==> src/logic/ssp_pkg.sv <==
// Shared constants and types of the stereo converter serial port.
package ssp_pkg;

  // ---------------------------------------------------------------
  // Sample format
  // ---------------------------------------------------------------
  localparam int SMP_W = 24;
  localparam int FIFO_DEPTH = 4;
  localparam int HPF_SHIFT = 13;
  localparam int HPF_FRAC = 16;

  // ---------------------------------------------------------------
  // Start-up frame counts
  // ---------------------------------------------------------------
  localparam int CAL_FR_NS = 8704;
  localparam int CAL_FR_DS = 17408;
  localparam int VALID_FR_NS = 8960;
  localparam int VALID_FR_DS = 17920;
  localparam int FCNT_W = 15;
  localparam logic [14:0] SLAVE_EXTRA_FR = 15'h0001;

  // ---------------------------------------------------------------
  // Clock relations, in system clock cycles and bit periods
  // ---------------------------------------------------------------
  localparam logic [9:0] FRAME_MCLK_NS = 10'h100;
  localparam logic [9:0] FRAME_MCLK_DS = 10'h080;
  localparam logic [9:0] PHASE_TOL = 10'h004;
  localparam logic [6:0] HALF_BITS_NS = 7'h40;
  localparam logic [6:0] HALF_BITS_DS = 7'h20;
  localparam logic [2:0] LOAD_GUARD = 3'h3;

  typedef struct packed {
    logic signed [23:0] left;
    logic signed [23:0] right;
  } ssp_pair_s;

  typedef struct packed {
    logic dbl;
    logic master;
    logic i2s;
    logic cal_src;
    logic hpf_en;
  } ssp_mode_s;

  typedef struct packed {
    logic bclk;
    logic frame_clock;
  } ssp_clk_s;

  typedef struct packed {
    logic signed [23:0] x1;
    logic signed [39:0] y;
  } ssp_hpf_s;

  typedef enum logic [2:0] {
    ST_CAL = 3'h1,
    ST_MUTE = 3'h2,
    ST_RUN = 3'h4
  } ssp_phase_e;

endpackage

==> src/logic/ssp_serial_port.sv <==
// Sample FIFO and serial output port of the stereo converter.
// Summary of operation
// - Frame phase loss restarts calibration automatically (checked in slave mode only).
// - Two select pins choose one of four formats.
// - Samples sent MSB first, two's complement.
// - Reset low holds digital section down.
// - Reset release starts offset calibration.
// - Store per-channel offset, subtract it afterwards.
// - Source select picks inputs or common voltage.
// - Busy output high throughout calibration.
// - DC-blocking high-pass, 1Hz at 48kHz.
// - Busy ends after 8704/17408 frames, slave +1.
// - Data valid after 8960/17920 frames, slave +1.

// -----------------------------------------------------------------
// Sample FIFO
// -----------------------------------------------------------------
module ssp_fifo #(
  parameter int W = 48,
  parameter int DEPTH = 4
) (
  input wire logic clk_sys,
  input wire logic rst_n,
  input wire logic in_valid,
  output logic in_ready,
  input wire logic [W-1:0] in_data,
  output logic out_valid,
  input wire logic out_ready,
  output logic [W-1:0] out_data
);
  localparam int AW = $clog2(DEPTH);

  typedef struct packed {
    logic [DEPTH-1:0][W-1:0] mem;
    logic [AW:0] wp;
    logic [AW:0] rp;
    logic rdy;
  } ssp_fifo_state_s;

  ssp_fifo_state_s q, d;

  always_comb begin
    d = q;
    if (in_valid && q.rdy) begin
      d.mem[q.wp[AW-1:0]] = in_data;
      d.wp = q.wp + 1'b1;
    end
    if (out_ready && (q.wp != q.rp)) begin
      d.rp = q.rp + 1'b1;
    end
    d.rdy = (d.wp - d.rp) != (AW+1)'(DEPTH);
  end

  always_ff @(posedge clk_sys or negedge rst_n) begin
    if (!rst_n) begin
      q <= '0;
      q.rdy <= 1'b1;
    end else begin
      q <= d;
    end
  end

  assign in_ready = q.rdy;
  assign out_valid = q.wp != q.rp;
  assign out_data = q.mem[q.rp[AW-1:0]];
endmodule

// -----------------------------------------------------------------
// Serial port top
// -----------------------------------------------------------------
module ssp_serial_port import ssp_pkg::*; #(
  parameter int CAL_FRAMES_NS = CAL_FR_NS,
  parameter int CAL_FRAMES_DS = CAL_FR_DS,
  parameter int VALID_FRAMES_NS = VALID_FR_NS,
  parameter int VALID_FRAMES_DS = VALID_FR_DS
) (
  input wire logic clk_sys,
  input wire logic rst_n,
  input wire logic double_speed_sel,
  input wire logic format_sel_master,
  input wire logic format_sel_i2s,
  input wire logic cal_source_sel,
  input wire logic highpass_enable,
  input wire ssp_pair_s sample_data,
  input wire logic sample_valid,
  output logic sample_ready,
  input wire ssp_pair_s common_voltage_pin_sample,
  input wire logic bit_clock_in,
  output logic bit_clock_out,
  output logic bit_clock_oe_n,
  input wire logic frame_clock_in,
  output logic frame_clock_out,
  output logic frame_clock_oe_n,
  output logic frame_sync_out,
  output logic frame_sync_oe_n,
  output logic serial_out,
  output logic cal_busy
);

  typedef struct packed {
    ssp_mode_s mode_m;
    ssp_mode_s mode;
    ssp_clk_s pin_m;
    ssp_clk_s pin;
    ssp_clk_s pin_prev;
    logic m_bclk;
    logic m_frame_clock;
    logic m_frame_sync;
    logic [6:0] m_bit;
    logic [2:0] guard;
    logic [24:0] shreg;
    logic sout;
    logic busy;
    logic oe_n;
    ssp_phase_e phase;
    logic [14:0] fcnt;
    logic [9:0] pcnt;
    logic armed;
    logic [1:0] settle;
    ssp_pair_s offs;
    ssp_hpf_s hl;
    ssp_hpf_s hr;
    logic signed [23:0] right_word;
  } ssp_state_s;

  ssp_state_s q, d;
  logic fifo_valid;
  logic fifo_pop;
  logic [47:0] fifo_data;

  function automatic logic signed [23:0] sat24(input logic signed [39:0] v);
    if (v > 40'sh00007FFFFF) begin
      return 24'sh7FFFFF;
    end else if (v < 40'shFFFF800000) begin
      return 24'sh800000;
    end
    return v[23:0];
  endfunction

  function automatic ssp_hpf_s hpf_step(input logic signed [23:0] x, input ssp_hpf_s s);
    ssp_hpf_s r;
    r.x1 = x;
    r.y = s.y + (40'(x) <<< HPF_FRAC) - (40'(s.x1) <<< HPF_FRAC) - (s.y >>> HPF_SHIFT);
    return r;
  endfunction

  ssp_fifo #(
    .W(48),
    .DEPTH(FIFO_DEPTH)
  ) u_fifo (
    .clk_sys(clk_sys),
    .rst_n(rst_n),
    .in_valid(sample_valid),
    .in_ready(sample_ready),
    .in_data(sample_data),
    .out_valid(fifo_valid),
    .out_ready(fifo_pop),
    .out_data(fifo_data)
  );

  // ---------------------------------------------------------------
  // Next-state logic
  // ---------------------------------------------------------------
  logic fall, edge_ev, lvl, is_left;
  logic [6:0] half_bits;
  logic [9:0] exp_period;
  logic [14:0] cal_tgt, val_tgt;
  ssp_pair_s raw, cor;
  logic signed [23:0] wl, wr;

  always_comb begin
    d = q;
    fall = 1'b0;
    edge_ev = 1'b0;
    lvl = 1'b0;
    is_left = 1'b0;
    fifo_pop = 1'b0;
    raw = ssp_pair_s'(fifo_data);
    cor = '0;
    wl = '0;
    wr = '0;
    d.mode_m = '{double_speed_sel, format_sel_master, format_sel_i2s,
                 cal_source_sel, highpass_enable};
    d.mode = q.mode_m;
    d.pin_m = '{bit_clock_in, frame_clock_in};
    d.pin = q.pin_m;
    d.pin_prev = q.pin;
    // Pin edges count only once the synchroniser holds real samples.
    d.settle = (q.settle == 2'h3) ? q.settle : q.settle + 2'h1;
    d.oe_n = ~q.mode.master;
    half_bits = q.mode.dbl ? HALF_BITS_DS : HALF_BITS_NS;
    exp_period = q.mode.dbl ? FRAME_MCLK_DS : FRAME_MCLK_NS;
    cal_tgt = q.mode.dbl ? 15'(CAL_FRAMES_DS) : 15'(CAL_FRAMES_NS);
    val_tgt = q.mode.dbl ? 15'(VALID_FRAMES_DS) : 15'(VALID_FRAMES_NS);
    if (!q.mode.master) begin
      cal_tgt = cal_tgt + SLAVE_EXTRA_FR;
      val_tgt = val_tgt + SLAVE_EXTRA_FR;
    end
    // Bit and frame events come from the own divider or the host pins.
    if (q.mode.master) begin
      d.m_bclk = ~q.m_bclk;
      if (q.m_bclk) begin
        fall = 1'b1;
        if (q.m_bit == half_bits - 7'h01) begin
          d.m_bit = '0;
          d.m_frame_clock = ~q.m_frame_clock;
          edge_ev = 1'b1;
          lvl = ~q.m_frame_clock;
        end else begin
          d.m_bit = q.m_bit + 7'h01;
        end
        d.m_frame_sync = (d.m_bit != 7'h00) && (d.m_bit <= (half_bits >> 1));
      end
    end else begin
      fall = q.pin_prev.bclk && !q.pin.bclk && (q.guard == 3'h0) && (q.settle == 2'h3);
      edge_ev = (q.pin_prev.frame_clock != q.pin.frame_clock) && (q.settle == 2'h3);
      lvl = q.pin.frame_clock;
      d.m_bclk = 1'b0;
      d.m_frame_clock = 1'b0;
      d.m_frame_sync = 1'b0;
      d.m_bit = '0;
    end
    if (q.guard != 3'h0) begin
      d.guard = q.guard - 3'h1;
    end
    // Frame period watch: a lost lock restarts calibration.
    d.pcnt = (q.pcnt == 10'h3FF) ? q.pcnt : q.pcnt + 10'h001;
    if (edge_ev && lvl) begin
      d.pcnt = 10'h001;
      d.armed = 1'b1;
      d.fcnt = (q.fcnt == 15'h7FFF) ? q.fcnt : q.fcnt + 15'h0001;
      if (!q.mode.master && q.armed &&
          ((q.pcnt + PHASE_TOL < exp_period) || (q.pcnt > exp_period + PHASE_TOL))) begin
        d.fcnt = '0;
      end
    end
    // Start-up sequence: calibrate, then mute, then run.
    case (q.phase)
      ST_CAL: begin
        if (d.fcnt >= cal_tgt) begin
          d.phase = ST_MUTE;
        end
      end
      ST_MUTE: begin
        if (d.fcnt == '0) begin
          d.phase = ST_CAL;
        end else if (d.fcnt >= val_tgt) begin
          d.phase = ST_RUN;
        end
      end
      ST_RUN: begin
        if (d.fcnt == '0) begin
          d.phase = ST_CAL;
        end
      end
      default: begin
        d.phase = ST_CAL;
      end
    endcase
    d.busy = d.phase == ST_CAL;
    // Word loading at each frame edge, which wins over a bit fall at that edge; shifting at the other bit falls.
    if (edge_ev) begin
      is_left = lvl == ~q.mode.i2s;
      if (is_left) begin
        fifo_pop = fifo_valid;
        if (fifo_valid) begin
          cor.left = sat24(40'(raw.left) - 40'(q.offs.left));
          cor.right = sat24(40'(raw.right) - 40'(q.offs.right));
          if (q.phase == ST_CAL) begin
            d.offs = q.mode.cal_src ? raw : common_voltage_pin_sample;
          end else if (q.mode.hpf_en) begin
            d.hl = hpf_step(cor.left, q.hl);
            d.hr = hpf_step(cor.right, q.hr);
            wl = sat24(d.hl.y >>> HPF_FRAC);
            wr = sat24(d.hr.y >>> HPF_FRAC);
          end else begin
            wl = cor.left;
            wr = cor.right;
          end
        end
        if (d.phase != ST_RUN) begin
          wr = '0;
        end
        d.right_word = wr;
      end else begin
        wl = q.right_word;
      end
      if (d.phase != ST_RUN) begin
        wl = '0;
      end
      d.shreg = q.mode.i2s ? {1'b0, wl} : {wl, 1'b0};
      d.guard = q.mode.master ? 3'h0 : LOAD_GUARD;
    end else if (fall) begin
      d.shreg = {q.shreg[23:0], 1'b0};
    end
    d.sout = d.shreg[24];
  end

  // ---------------------------------------------------------------
  // State register
  // ---------------------------------------------------------------
  always_ff @(posedge clk_sys or negedge rst_n) begin
    if (!rst_n) begin
      q <= '0;
      q.phase <= ST_CAL;
      q.busy <= 1'b1;
      q.oe_n <= 1'b1;
    end else begin
      q <= d;
    end
  end

  assign bit_clock_out = q.m_bclk;
  assign frame_clock_out = q.m_frame_clock;
  assign frame_sync_out = q.m_frame_sync;
  assign bit_clock_oe_n = q.oe_n;
  assign frame_clock_oe_n = q.oe_n;
  assign frame_sync_oe_n = q.oe_n;
  assign serial_out = q.sout;
  assign cal_busy = q.busy;
endmodule

==> config.mk <==
export PLATFORM = sky130hd
export DESIGN_NAME = ssp_serial_port
export DESIGN_NICKNAME = d
export VERILOG_FILES = /design/src/logic/ssp_pkg.sv /design/src/logic/ssp_serial_port.sv
export SDC_FILE = /design/constraint.sdc
export NUM_CORES = 1
export LEC_CHECK = 0
export ABC_CLOCK_PERIOD_IN_PS = 16600
export BUFFER_PORTS_ARGS = -buffer_cell sky130_fd_sc_hd__buf_2
export CAP_MARGIN = 30
export CORE_MARGIN = 3
export CORE_UTILIZATION = 35
export CTS_CLUSTER_SIZE = 24
export DETAILED_ROUTE_END_ITERATION = 12
export GPL_TIMING_DRIVEN = 0
export HOLD_SLACK_MARGIN = 0.1
export SLEW_MARGIN = 15
export SYNTH_ARGS = -nofsm -noshare
export SYNTH_HDL_FRONTEND = slang
export SYNTH_HIERARCHICAL = 1
export SYNTH_SLANG_ARGS = --single-unit
==> constraint.sdc <==
create_clock -name clk_sys -period 16.6 [get_ports clk_sys]
set_clock_uncertainty 0.15 [all_clocks]
set_input_delay 0.83 -clock clk_sys [delete_from_list [all_inputs] [get_ports clk_sys]]
set_output_delay 0.83 -clock clk_sys [all_outputs]
set_load 0.03 [all_outputs]
==> results.toml <==
[setup_path]
rr_startpoint = "u_fifo/q[2]"
cp_slowest_cell = "fa_1"
cp-start-kind = "register"
critPathKind = "register to register"
arrival_ns = 9.50
cp-startpoint = "u_fifo/q[2]"
rr_endpoint = "q[22]"
path_max_fanout = 10
r2r_slack_ns = 7.44
endpoint = "q[22]"
critPathMaxStageDelay_ns = 0.66
rr_worst_depth = 28
cp.required_ns = 16.94
endpoint_kind = "register"

[detailed_routing]
routed_via_density = 5.296
dr.pass1.iters = 7
met2_length_mm = 40.98
wl_mm = 86.23
met3_length_mm = 3.629
drc = 0
routedWlPerCell_um = 18.67
drt_iter0_markers = 1526
vias = 24460
top_layer_used = "met5"
wl_met1_mm = 39.49
drt.antenna.violating_nets = 0

[die]
core-area_um2 = 90420
initial_core_util = 0.3546
dieArea_um2 = 95290
fp-row-count = 110
ioPinCount = 115
die_width_um = 308.7
die_h_um = 308.7

[global_routing]
grt_max_degree = 103
grt_pass1_wl_mm = 137.6
grt_usage = 0.1818
antenna_found_initial = 7
grt_pass1_vias = 24300
grt-ovfl-total = 0

[synthesis]
synth_edf_count = 0
synth_area_per_cell_um2 = 9.968
ys_seq_area_frac = 0.3794
yosysTopAreaCellShare = 0.3761
syn_inst = 3217
syn-num-nets = 3624
syn_area_um2 = 32070
synthFlopType = "dfrtp_1"
synthArstFlopShare = 1.000
ys_ff_latch = 486
synth_area_leaders = "dfrtp_1 (38%), ha_1 (8.1%), mux2_2 (6.9%), fa_1 (5.8%), inv_1 (3.9%)"
yosysTopAreaCell = "dfrtp_1"
ys_types = 93
ys_warn_count = 6

[hold_path]
hold_class = "input pin to register"

[layout]
finalNetCount = 3802
ff_latch_area_um2 = 12170
drive_above_1_share = 0.1578
syn_to_final_growth_pct = 13.22
multi_input_area_um2 = 18020
stdcell_area_um2 = 36310
fillers = 8870

[timing]
slew_viol_final = 0
hold_viol = 0
fmax_ghz = 0.1092
setup_tns_ns = 0
period_needed_ns = 9.161
worst_pin_slew_ns = 0.9470
maxSlewHeadroom = 0.3642
rsz0062_at_grt = "no"
setup_viol = 0
min_period_over_period = 0.5519

[cts]
cts_made_buffers = 54
cts.clk_slew.worst_paths_ns = 0.06
clock_path_buffers = 3
root_buffer = "clkbuf_16"
insertion_delay_ns = 0.64
cts_tree = "yes"
postCtsResizedCells = 0
clock_sinks = 486
htree_num_levels = 2

[placed_design]
placement.io_buffers = 114
dpl.hpwl_mm = 66.78
placed_area_um2 = 34260
gp_congestion = 0.9170

[run]
drv_cap = 0

[status]
outcome = "finished, final reports clean"
==> per-stage QoR <==
| step | utilization | worst slack, ns | hold slack, ns | instances |
|---|---|---|---|---|
| after floorplan | - | 9.304 | 0.1812 | 3217 |
| after global placement | 0.3772 | 4.145 | 0.1830 | 4507 |
| after detailed placement | 0.3788 | 7.561 | 0.1864 | 4512 |
| after CTS | 0.4010 | 7.496 | 0.1100 | 4614 |
| after global routing | 0.4014 | 6.952 | 0.1238 | 4616 |
| final | 0.4015 | 7.439 | 0.1546 | 4619 |
==> kinds of logic (layout without fill, tap and decap cells) <==
family,Yosys count,in the layout,synth area share
adders and majority gates,327,327,0.1474
muxes,311,311,0.1236
buffers and inverters,473,696,0.05868
AOI/OAI and AO/OA,724,724,0.1445
xor gates and xnor gates,141,141,0.03894
other,0,3,0
DFF,486,486,0.3794
and+or+nand+nor,755,755,0.1074
==> worst max-delay path: cells and delay by family (launching register included) <==
kind	cells	cell delay (ns)
AO/OA/AOI/OAI	13	3.97
adder cells (fa/ha/maj)	4	1.65
buffers and inverters	5	1.32
flip-flops	1	0.36
multiplexers	1	0.41
AND/OR/NAND/NOR	5	1.15
==> registers in the layout, indices dropped and copies added, names as in the netlist <==
signal           cells
u_fifo/q           198
frame_sync_out       1
cal_busy             1
bit_clock_out        1
u_fifo/in_ready      1
bit_clock_oe_n       1
frame_clock_out      1
q                  273
d                    9
==> cells in the final DEF (no fill, tap or decap), drive strengths merged, types with 164 or more instances in the layout <==
cell type,netlist,routed
nand2,327,327
a21oi,196,196
mux2,198,198
o21ai,199,199
nor2,181,181
inv,331,334
ha,208,208
clkbuf,86,164
dfrtp,482,482
buf,56,177
==> what timing repair did <==
item                      in CTS  in global routing
setup buffers                  0                  0
hold buffers                   1                  0
hold endpoints to repair      32                  0
==> per-layer routing <==
metal	global-route usage	vias to the layer above
met3	0.02335	127
met2	0.3025	509
met5	0	-
met4	0.04642	4
li1	-	11620
met1	0.2513	12200
==> cells in the mapped netlist, types with 13 or more instances <==
library cell    n
a211oi_1       20
a21o_1         58
a21oi_1       195
a311oi_1       13
a31oi_1        20
and2_1         19
and3_1         27
buf_2          37
clkbuf_1       86
dfrtp_1       482
fa_1           93
ha_1          208
inv_1         331
maj3_1         25
mux2_2        197
mux2i_1        65
mux4_2         48
nand2_1       325
nand2b_1       20
nand3_1        47
nand4_1        22
nor2_1        180
nor2b_1        25
nor3_1         26
o211ai_1       21
o21a_1         26
o21ai_0       193
o21bai_1       13
o221ai_1       19
o22ai_1        16
o31ai_1        19
or3_1          13
xnor2_1        89
xor2_1         51
==> cell type report <==
type	count	share of cell area
clock inverters	23	0.01154
repair buffers	122	0.02123
plain buffers	142	0.01761
well taps	1176	0.04053
clock buffers	78	0.04328
diodes	3	0.0002068
multi-input cells	2258	0.4963
inverters	331	0.03422
flip-flops and latches	486	0.3351
==> worst min-delay path by stage <==
stage / to / cells past startpoint / startpoint
CTS: d[279] / 1 / cal_source_sel
global placement: q[280] / 0 / d[280]
floorplan: d[272] / 0 / d[274]
finish: d[279] / 1 / cal_source_sel
detailed placement: q[282] / 0 / d[282]
global route: d[279] / 1 / cal_source_sel
Power is not shown: default switching activity piles up to over one toggle a cycle in this logic, so the estimate is an artifact.
